<file path="src/dcrc_cfg.svh">
// dcrc_cfg.svh: register indices, reset values, field positions and codes
// assumes: included by bare name from the package and the register block
`ifndef DCRC_CFG_SVH
`define DCRC_CFG_SVH
// ==========================================================================
// register indices (byte address is four times the index)
`define DCRC_IDX_HIBERNATE 16'hF400
`define DCRC_IDX_RUN 16'hF402
`define DCRC_IDX_ABORT 16'hF403
`define DCRC_IDX_ENTRY 16'hF404
`define DCRC_IDX_STATE 16'hF405
`define DCRC_IDX_CLEAR 16'hF421
`define DCRC_IDX_PMASK 16'hF422
`define DCRC_IDX_FLAG 16'hF427
`define DCRC_IDX_IRQST 16'hF430
`define DCRC_IDX_IRQMSK 16'hF431
`define DCRC_ADDR_W 18
// ==========================================================================
// reset values and fields
`define DCRC_RST_ZERO 16'h0000
`define DCRC_RST_PMASK 16'h0003
`define DCRC_PMASK_W 12
`define DCRC_TRIG_BIT 0
// ==========================================================================
// core state codes as read back
`define DCRC_CODE_STOP 3'b000
`define DCRC_CODE_RUN 3'b001
`define DCRC_CODE_PAUSE 3'b010
`define DCRC_CODE_SLEEP 3'b011
`define DCRC_CODE_STALL 3'b100
// ==========================================================================
// interrupt status bits
`define DCRC_IRQ_W 3
`define DCRC_IRQ_START 0
`define DCRC_IRQ_HALT 1
`define DCRC_IRQ_FAULT 2
// ==========================================================================
// bus responses
`define DCRC_RESP_OKAY 2'b00
`define DCRC_RESP_SLVERR 2'b10
`endif

</file>
<file path="src/dcrc_pkg.sv">
// dcrc_pkg.sv: types shared by the run control block
// assumes: dcrc_cfg.svh on the include path
`include "dcrc_cfg.svh"
package dcrc_pkg;
    // ======================================================================
    // core condition, gray coded along stop-run-stall-pause-sleep
    typedef enum logic [2:0] {
        DCRC_ST_STOP = 3'b000,
        DCRC_ST_RUN = 3'b001,
        DCRC_ST_STALL = 3'b011,
        DCRC_ST_PAUSE = 3'b010,
        DCRC_ST_SLEEP = 3'b110
    } dcrc_state_t;
    typedef logic [15:0] dcrc_word_t;
endpackage : dcrc_pkg

</file>
<file path="src/dcrc_core_run_control.sv">
// dcrc_core_run_control.sv: run control, state readback and fault clear
// assumes: AXI4-Lite master on core_clk, core status inputs synchronous
//
// Summary of operation
// - run bit rising edge enables core and launches the program counter
// - run bit falling edge does nothing
// - abort bit rising edge halts core at once from any state
// - abort bit falling edge does nothing
// - after abort the state code reads not running
// - program counter starts at the 16-bit entry register value
// - state reads not running after reset, running while executing
// - state reads paused after a pause instruction until resumed
// - state reads sleep after a sleep instruction until next sample with hibernate clear
// - state reads stalled while serving requests, then resumes at once
// - state field is live and ignores software writes
// - clear bit rising edge clears fault flag and resets fault manager
// - parity report mask bits set stop those memories reporting faults, resets to 3
// - hibernate masks interrupts, sleeps after current block completes
// - fault flag records any unmasked functional block error
`include "dcrc_cfg.svh"
module dcrc_core_run_control #(
    parameter int PMASK_W = `DCRC_PMASK_W
) (
    input wire logic core_clk,
    input wire logic rst_b,
    input wire logic [`DCRC_ADDR_W-1:0] awaddr,
    input wire logic [2:0] awprot,
    input wire logic awvalid,
    output logic awready,
    input wire logic [31:0] wdata,
    input wire logic [3:0] wstrb,
    input wire logic wvalid,
    output logic wready,
    output logic [1:0] bresp,
    output logic bvalid,
    input wire logic bready,
    input wire logic [`DCRC_ADDR_W-1:0] araddr,
    input wire logic [2:0] arprot,
    input wire logic arvalid,
    output logic arready,
    output logic [31:0] rdata,
    output logic [1:0] rresp,
    output logic rvalid,
    input wire logic rready,
    input wire logic coreStallReq,
    input wire logic corePauseInstr,
    input wire logic coreResume,
    input wire logic coreSleepInstr,
    input wire logic frameStart,
    input wire logic blockDone,
    input wire logic [PMASK_W-1:0] parityErr,
    input wire logic otherFault,
    output logic coreEnable,
    output logic pcLoad,
    output logic [15:0] pcStartAddr,
    output logic coreHaltNow,
    output logic coreIrqMask,
    output logic faultMgrReset,
    output logic [PMASK_W-1:0] parityReportMask,
    output logic faultFlag,
    output logic [2:0] coreStateCode,
    output logic irq
);
    // ======================================================================
    // bus holding registers
    logic awHeld;
    logic [15:0] awIdx;
    logic wHeld;
    logic [31:0] wData;
    logic [3:0] wStrb;
    logic doWrite;
    logic [15:0] rdVal;
    logic rdHit;
    logic wrHit;
    logic wrBit;

    // ======================================================================
    // software state
    logic hibernate;
    logic runTrig;
    logic abortTrig;
    logic [15:0] entry;
    logic clearTrig;
    logic [`DCRC_IRQ_W-1:0] irqStatus;
    logic [`DCRC_IRQ_W-1:0] irqMask;
    logic runRise;
    logic abortRise;
    logic clearRise;
    logic faultSet;
    logic [`DCRC_IRQ_W-1:0] irqEvent;
    dcrc_pkg::dcrc_state_t state;
    dcrc_pkg::dcrc_state_t next_state;

    function automatic logic [15:0] merge16(
        input logic [15:0] old,
        input logic [31:0] data,
        input logic [3:0] strb
    );
        logic [15:0] res;
        res = old;
        if (strb[0]) begin
            res[7:0] = data[7:0];
        end
        if (strb[1]) begin
            res[15:8] = data[15:8];
        end
        return res;
    endfunction : merge16

    function automatic logic isMapped(input logic [15:0] idx);
        logic hit;
        hit = 1'b0;
        case (idx)
            `DCRC_IDX_HIBERNATE,
            `DCRC_IDX_RUN,
            `DCRC_IDX_ABORT,
            `DCRC_IDX_ENTRY,
            `DCRC_IDX_STATE,
            `DCRC_IDX_CLEAR,
            `DCRC_IDX_PMASK,
            `DCRC_IDX_FLAG,
            `DCRC_IDX_IRQST,
            `DCRC_IDX_IRQMSK: hit = 1'b1;
            default: hit = 1'b0;
        endcase
        return hit;
    endfunction : isMapped

    // ======================================================================
    // write channels, taken in either order
    assign awready = !awHeld;
    assign wready = !wHeld;
    assign doWrite = awHeld && wHeld && !bvalid;
    assign wrHit = isMapped(awIdx);
    assign wrBit = wStrb[0] ? wData[`DCRC_TRIG_BIT] : 1'b0;

    always_ff @(posedge core_clk or negedge rst_b) begin
        if (!rst_b) begin
            awHeld <= 1'b0;
            awIdx <= 16'h0000;
        end else if (awvalid && awready) begin
            awHeld <= 1'b1;
            awIdx <= awaddr[`DCRC_ADDR_W-1:2];
        end else if (doWrite) begin
            awHeld <= 1'b0;
        end
    end

    always_ff @(posedge core_clk or negedge rst_b) begin
        if (!rst_b) begin
            wHeld <= 1'b0;
            wData <= 32'h0000_0000;
            wStrb <= 4'h0;
        end else if (wvalid && wready) begin
            wHeld <= 1'b1;
            wData <= wdata;
            wStrb <= wstrb;
        end else if (doWrite) begin
            wHeld <= 1'b0;
        end
    end

    always_ff @(posedge core_clk or negedge rst_b) begin
        if (!rst_b) begin
            bvalid <= 1'b0;
            bresp <= `DCRC_RESP_OKAY;
        end else if (doWrite) begin
            bvalid <= 1'b1;
            bresp <= wrHit ? `DCRC_RESP_OKAY : `DCRC_RESP_SLVERR;
        end else if (bready) begin
            bvalid <= 1'b0;
        end
    end

    // ======================================================================
    // trigger bits: only the stored bit going from zero to one acts
    assign runRise = doWrite && awIdx == `DCRC_IDX_RUN && wStrb[0]
        && wrBit && !runTrig;
    assign abortRise = doWrite && awIdx == `DCRC_IDX_ABORT && wStrb[0]
        && wrBit && !abortTrig;
    assign clearRise = doWrite && awIdx == `DCRC_IDX_CLEAR && wStrb[0]
        && wrBit && !clearTrig;

    always_ff @(posedge core_clk or negedge rst_b) begin
        if (!rst_b) begin
            runTrig <= 1'b0;
            abortTrig <= 1'b0;
            clearTrig <= 1'b0;
            hibernate <= 1'b0;
        end else if (doWrite && wStrb[0]) begin
            // upper bits are not stored
            case (awIdx)
                `DCRC_IDX_RUN: runTrig <= wrBit;
                `DCRC_IDX_ABORT: abortTrig <= wrBit;
                `DCRC_IDX_CLEAR: clearTrig <= wrBit;
                `DCRC_IDX_HIBERNATE: hibernate <= wrBit;
                default: ;
            endcase
        end
    end

    always_ff @(posedge core_clk or negedge rst_b) begin
        if (!rst_b) begin
            entry <= `DCRC_RST_ZERO;
        end else if (doWrite && awIdx == `DCRC_IDX_ENTRY) begin
            entry <= merge16(entry, wData, wStrb);
        end
    end

    always_ff @(posedge core_clk or negedge rst_b) begin
        if (!rst_b) begin
            parityReportMask <= PMASK_W'(`DCRC_RST_PMASK);
        end else if (doWrite && awIdx == `DCRC_IDX_PMASK) begin
            parityReportMask <= PMASK_W'(merge16(16'(parityReportMask),
                wData, wStrb));
        end
    end

    always_ff @(posedge core_clk or negedge rst_b) begin
        if (!rst_b) begin
            irqMask <= '0;
        end else if (doWrite && awIdx == `DCRC_IDX_IRQMSK && wStrb[0]) begin
            irqMask <= wData[`DCRC_IRQ_W-1:0];
        end
    end

    // ======================================================================
    // core condition tracking
    always_comb begin
        next_state = state;
        case (state)
            dcrc_pkg::DCRC_ST_STOP: begin
                if (runRise) begin
                    next_state = dcrc_pkg::DCRC_ST_RUN;
                end
            end
            dcrc_pkg::DCRC_ST_RUN: begin
                if (coreStallReq) begin
                    next_state = dcrc_pkg::DCRC_ST_STALL;
                end else if (corePauseInstr) begin
                    next_state = dcrc_pkg::DCRC_ST_PAUSE;
                end else if (coreSleepInstr) begin
                    next_state = dcrc_pkg::DCRC_ST_SLEEP;
                end else if (hibernate && blockDone) begin
                    next_state = dcrc_pkg::DCRC_ST_SLEEP;
                end
            end
            dcrc_pkg::DCRC_ST_STALL: begin
                if (!coreStallReq) begin
                    next_state = dcrc_pkg::DCRC_ST_RUN;
                end
            end
            dcrc_pkg::DCRC_ST_PAUSE: begin
                if (coreResume) begin
                    next_state = dcrc_pkg::DCRC_ST_RUN;
                end
            end
            dcrc_pkg::DCRC_ST_SLEEP: begin
                if (frameStart && !hibernate) begin
                    next_state = dcrc_pkg::DCRC_ST_RUN;
                end
            end
            default: next_state = dcrc_pkg::DCRC_ST_STOP;
        endcase
        if (runRise) begin
            next_state = dcrc_pkg::DCRC_ST_RUN;
        end
        if (abortRise) begin
            next_state = dcrc_pkg::DCRC_ST_STOP;
        end
    end

    always_ff @(posedge core_clk or negedge rst_b) begin
        if (!rst_b) begin
            state <= dcrc_pkg::DCRC_ST_STOP;
        end else begin
            state <= next_state;
        end
    end

    always_comb begin
        case (state)
            dcrc_pkg::DCRC_ST_RUN: coreStateCode = `DCRC_CODE_RUN;
            dcrc_pkg::DCRC_ST_STALL: coreStateCode = `DCRC_CODE_STALL;
            dcrc_pkg::DCRC_ST_PAUSE: coreStateCode = `DCRC_CODE_PAUSE;
            dcrc_pkg::DCRC_ST_SLEEP: coreStateCode = `DCRC_CODE_SLEEP;
            default: coreStateCode = `DCRC_CODE_STOP;
        endcase
    end

    assign coreEnable = state != dcrc_pkg::DCRC_ST_STOP;
    assign coreIrqMask = hibernate;

    // launch and halt strobes to the core, one cycle each
    always_ff @(posedge core_clk or negedge rst_b) begin
        if (!rst_b) begin
            pcLoad <= 1'b0;
            pcStartAddr <= 16'h0000;
            coreHaltNow <= 1'b0;
        end else begin
            pcLoad <= runRise && !abortRise;
            coreHaltNow <= abortRise;
            if (runRise) begin
                pcStartAddr <= entry;
            end
        end
    end

    // ======================================================================
    // fault manager flag: a new fault beats a clear in the same cycle
    assign faultSet = |(parityErr & ~parityReportMask) || otherFault;

    always_ff @(posedge core_clk or negedge rst_b) begin
        if (!rst_b) begin
            faultFlag <= 1'b0;
            faultMgrReset <= 1'b0;
        end else begin
            faultMgrReset <= clearRise;
            if (faultSet) begin
                faultFlag <= 1'b1;
            end else if (clearRise) begin
                faultFlag <= 1'b0;
            end
        end
    end

    // ======================================================================
    // interrupts: sticky, write one to clear, set wins
    assign irqEvent[`DCRC_IRQ_START] = runRise;
    assign irqEvent[`DCRC_IRQ_HALT] = abortRise;
    assign irqEvent[`DCRC_IRQ_FAULT] = faultSet && !faultFlag;

    always_ff @(posedge core_clk or negedge rst_b) begin
        if (!rst_b) begin
            irqStatus <= '0;
        end else begin
            if (doWrite && awIdx == `DCRC_IDX_IRQST && wStrb[0]) begin
                irqStatus <= (irqStatus & ~wData[`DCRC_IRQ_W-1:0])
                    | irqEvent;
            end else begin
                irqStatus <= irqStatus | irqEvent;
            end
        end
    end

    assign irq = |(irqStatus & irqMask);

    // ======================================================================
    // read channel, answer one cycle after the address is taken
    assign arready = !rvalid;

    always_comb begin
        rdVal = 16'h0000;
        rdHit = isMapped(araddr[`DCRC_ADDR_W-1:2]);
        case (araddr[`DCRC_ADDR_W-1:2])
            `DCRC_IDX_HIBERNATE: rdVal[0] = hibernate;
            `DCRC_IDX_RUN: rdVal[0] = runTrig;
            `DCRC_IDX_ABORT: rdVal[0] = abortTrig;
            `DCRC_IDX_ENTRY: rdVal = entry;
            `DCRC_IDX_STATE: rdVal[2:0] = coreStateCode;
            `DCRC_IDX_CLEAR: rdVal[0] = clearTrig;
            `DCRC_IDX_PMASK: rdVal[PMASK_W-1:0] = parityReportMask;
            `DCRC_IDX_FLAG: rdVal[0] = faultFlag;
            `DCRC_IDX_IRQST: rdVal[`DCRC_IRQ_W-1:0] = irqStatus;
            `DCRC_IDX_IRQMSK: rdVal[`DCRC_IRQ_W-1:0] = irqMask;
            default: rdVal = 16'h0000;
        endcase
    end

    always_ff @(posedge core_clk or negedge rst_b) begin
        if (!rst_b) begin
            rvalid <= 1'b0;
            rdata <= 32'h0000_0000;
            rresp <= `DCRC_RESP_OKAY;
        end else if (arvalid && arready) begin
            rvalid <= 1'b1;
            rdata <= {16'h0000, rdVal};
            rresp <= rdHit ? `DCRC_RESP_OKAY : `DCRC_RESP_SLVERR;
        end else if (rready) begin
            rvalid <= 1'b0;
        end
    end

endmodule : dcrc_core_run_control

</file>
<file path="config.mk">
export PLATFORM = sky130hd
export DESIGN_NAME = dcrc_core_run_control
export DESIGN_NICKNAME = d
export VERILOG_FILES = /design/src/dcrc_pkg.sv /design/src/dcrc_core_run_control.sv
export VERILOG_INCLUDE_DIRS = /design/src
export SDC_FILE = /design/constraint.sdc
export NUM_CORES = 1
export LEC_CHECK = 0
export ABC_AREA = 1
export ABC_CLOCK_PERIOD_IN_PS = 4550
export BUFFER_PORTS_ARGS = -buffer_cell sky130_fd_sc_hd__buf_2
export CELL_PAD_IN_SITES_DETAIL_PLACEMENT = 0
export CELL_PAD_IN_SITES_GLOBAL_PLACEMENT = 1
export CORE_MARGIN = 4
export CORE_UTILIZATION = 40
export CTS_CLUSTER_SIZE = 28
export DETAILED_ROUTE_END_ITERATION = 8
export MAX_ROUTING_LAYER = met4
export PLACE_DENSITY = 0.87
export SETUP_SLACK_MARGIN = 0.5
export SLEW_MARGIN = 20
export SYNTH_ARGS = -nofsm -noshare
export SYNTH_HDL_FRONTEND = slang
export SYNTH_SLANG_ARGS = --single-unit
</file>
<file path="constraint.sdc">
create_clock -name core_clk -period 4.55 [get_ports core_clk]
set_input_delay 0.6825 -clock core_clk [delete_from_list [all_inputs] [get_ports core_clk]]
set_output_delay 0.6825 -clock core_clk [all_outputs]
set_load 0.02 [all_outputs]
</file>
==> flow_summary.yaml <==
run_status:
  outcome: "completed"
clock_network:
  cts_max_path_buffers: 2
  cts_tree: "built"
  cts_resized: 0
  htree_levels: 4
  holdBufCountCts: 0
  post_cts_buffers: 0
  clk_latency_ns: 0.41
  cts.reportedPaths.clkPinSlew_ns: 0.05
  cts-root-buf: "clkbuf_16"
  cts_sinks: 117
  cts_buffers: 17
synth:
  synth_cells: 672
  synth-adder-area-share_pct: 0
  netlist.top_cell.by_area: "dfrtp_1"
  synth-simple-area-share_pct: 23.7
  synth_edf_count: 0
  synth-seq-cells: 117
  synth-compound-area-share_pct: 13.4
  synth_flop_cell: "dfrtp_1"
  synth_xor_area_share_pct: 0
  yosys-mux-area-fraction_pct: 1.36
  synthArstFlopShare_pct: 100
  synth-seq-area-share_pct: 51.4
  yosys_warnings: 0
  yosysUniqueCellTypes: 39
  syn_area_um2: 5700
  synth_top_family_by_area: "simple AND/OR/NAND/NOR gates"
  synth_top_area_share_pct: 50.5
  synthTopCellsByArea: "dfrtp_1 (50%), nand2_1 (9.4%), inv_1 (5.7%), nor2_1 (4.7%), o21ai_0 (2.8%)"
  synth_area_per_cell_um2: 8.48
sta:
  fin_worst_skew_ns: 0.00782
  fin_setup_tns_ns: 0
  tightest_slew_ns: 0.944
  hold_viol_final: 0
  rsz0062_at_grt: "false"
  setup_viol: 0
  slew_violations: 0
  fmax_mhz: 473
  slew_headroom_pct: 37.1
  finalCritPeriodShare_pct: 46.5
  period_minus_slack_ns: 2.11
setup_path:
  worstPathRequired_ns: 3.87
  path_class: "flip-flop to primary output"
  worst-r2r-cell-count: 10
  cp_max_fo: 5
  startpoint_type: "flip-flop"
  cp.arrival_ns: 1.43
  rrSetupSlack_ns: 2.49
  endpoint_kind: "primary output"
global_route:
  grtUsageTotal_pct: 18.6
  grt_max_degree: 75
  first_global_vias: 4642
  grt_overflow: 0
  antenna_found_initial: 0
  grt_pass1_wl_mm: 23.1
drt:
  vias: 4785
  drc: 0
  ant_nets: 0
  wire_per_inst_um: 14.1
  totalWireLength_mm: 14.2
  viasPerCell: 4.76
  first_pass_iters: 5
  initialDrtViolationCount: 300
cells_and_area:
  layout-drive-gt1-share_pct: 27.5
  diodes: 0
  layout.nets: 916
  area_growth_syn_to_layout_pct: 24.0
  layout.cells.non_filler: 1005
die:
  initial_core_util_pct: 40.9
  die_area_um2: 16200
  ioPinCount: 183
  row_count: 43
  die_w_um: 127
  coreArea_um2: 13900
  dieHeight_um: 127
placed_design:
  place_congestion: 0.885
  portBuffers: 136
  dp_cells: 973
  hpwlAfterDp_mm: 10.8
power_and_ir_drop:
  leakage_nw: 3.65
  power.density_nw_per_um2: 483
  ir_drop_mv: 0.353
hold_path:
  min_path_type: "input port to async pin"
job:
  drv_cap: 0
metal layers:
metal	vias up	GRT usage [%]	wire length [um]	part of all wire, %
met5	-	-	0	0
met4	0	7.00	316	2.2
met3	23	4.22	899	6.3
met2	156	27.1	6230	44
met1	2176	25.4	6740	48
li1	2430	-	-	-
power breakdown:
group / internal, mW / switching (mW)
registers: 1.23 / 0.117
clock network: 0.875 / 0.450
logic: 0.231 / 0.508
total: 2.34 / 1.08
metrics by stage:
step                utilization, %  setup slack, ns  power [mW]  cell area (um2)  hold slack, ns
CTS                           50.7             2.41        3.45             7070           0.438
global route                  50.7             2.22        3.61             7070           0.456
floorplan                        -             2.82        1.89             5770           0.387
global placement              46.4             2.41        2.10             6470           0.459
finish                        50.7             2.44        3.41             7070           0.410
detailed placement            46.4             2.39        2.11             6470           0.466
Yosys cell counts, types with 5 or more instances:
master	n
nor3_1	10
o21a_1	10
nor2_1	72
buf_2	9
nand2_2	7
inv_1	87
nor2_4	5
mux2_2	6
nand3_1	30
buf_4	18
nand2_1	143
nor2_2	6
o221ai_1	9
nand4_1	12
o21ai_2	16
o21ai_1	15
o21ai_0	32
dfrtp_1	115
a21oi_1	30
clkbuf_1	6
inv_2	6
cell type report:
cell class	instances	area [um2]
flip-flops and latches	117	2930
clock buffers	24	502
inverters	93	349
clock inverters	8	96.3
fillers	1367	6860
multi-input cells	444	2260
repair buffers	139	706
well taps	180	225
placed cells by master (no fill, tap or decap), types with 6 or more instances in the layout:
master     count
nand2_1      142
buf_2        135
dfrtp_1      115
inv_1         87
nor2_1        72
o21ai_0       32
nand3_1       30
a21oi_1       30
conb_1        18
clkbuf_16     17
o21ai_2       16
o21ai_1       15
nand4_1       12
nor3_1        10
o21a_1        10
o221ai_1       9
nand2_2        8
inv_2          6
nor2_2         6
mux2_2         6
worst max-delay path, cell delays in order (launching register included):
cell     delay (ns)
dfrtp_1        0.42
inv_1          0.07
nand2_1        0.07
o21ai_0        0.25
buf_2          0.22
final timing paths:
| kind | from | to |
|---|---|---|
| worst max-delay path | state[0] | coreStateCode[0] |
| worst min-delay path | rst_b | rvalid |
| worst max register to register | bvalid | state[1] |
| worst min register to register | rdata[13] | rdata[13] |
| max in group asynchronous | rst_b | parityReportMask[1] |
| min in group core_clk | rready | rvalid |
logic make-up after synthesis:
family	Yosys count
other	1
AND/OR/NAND/NOR	296
flip-flops	117
AO/OA/AOI/OAI	123
multiplexers	7
buffers and inverters	128
flip-flops by register name, indices dropped and copies added, names as in the netlist, 3 cells and up:
signal            cells
awIdx                16
entry                16
pcStartAddr          16
rdata                16
wData                16
parityReportMask     12
irqMask               3
irqStatus             3
state                 3
Power figures use the tool's default switching activity.
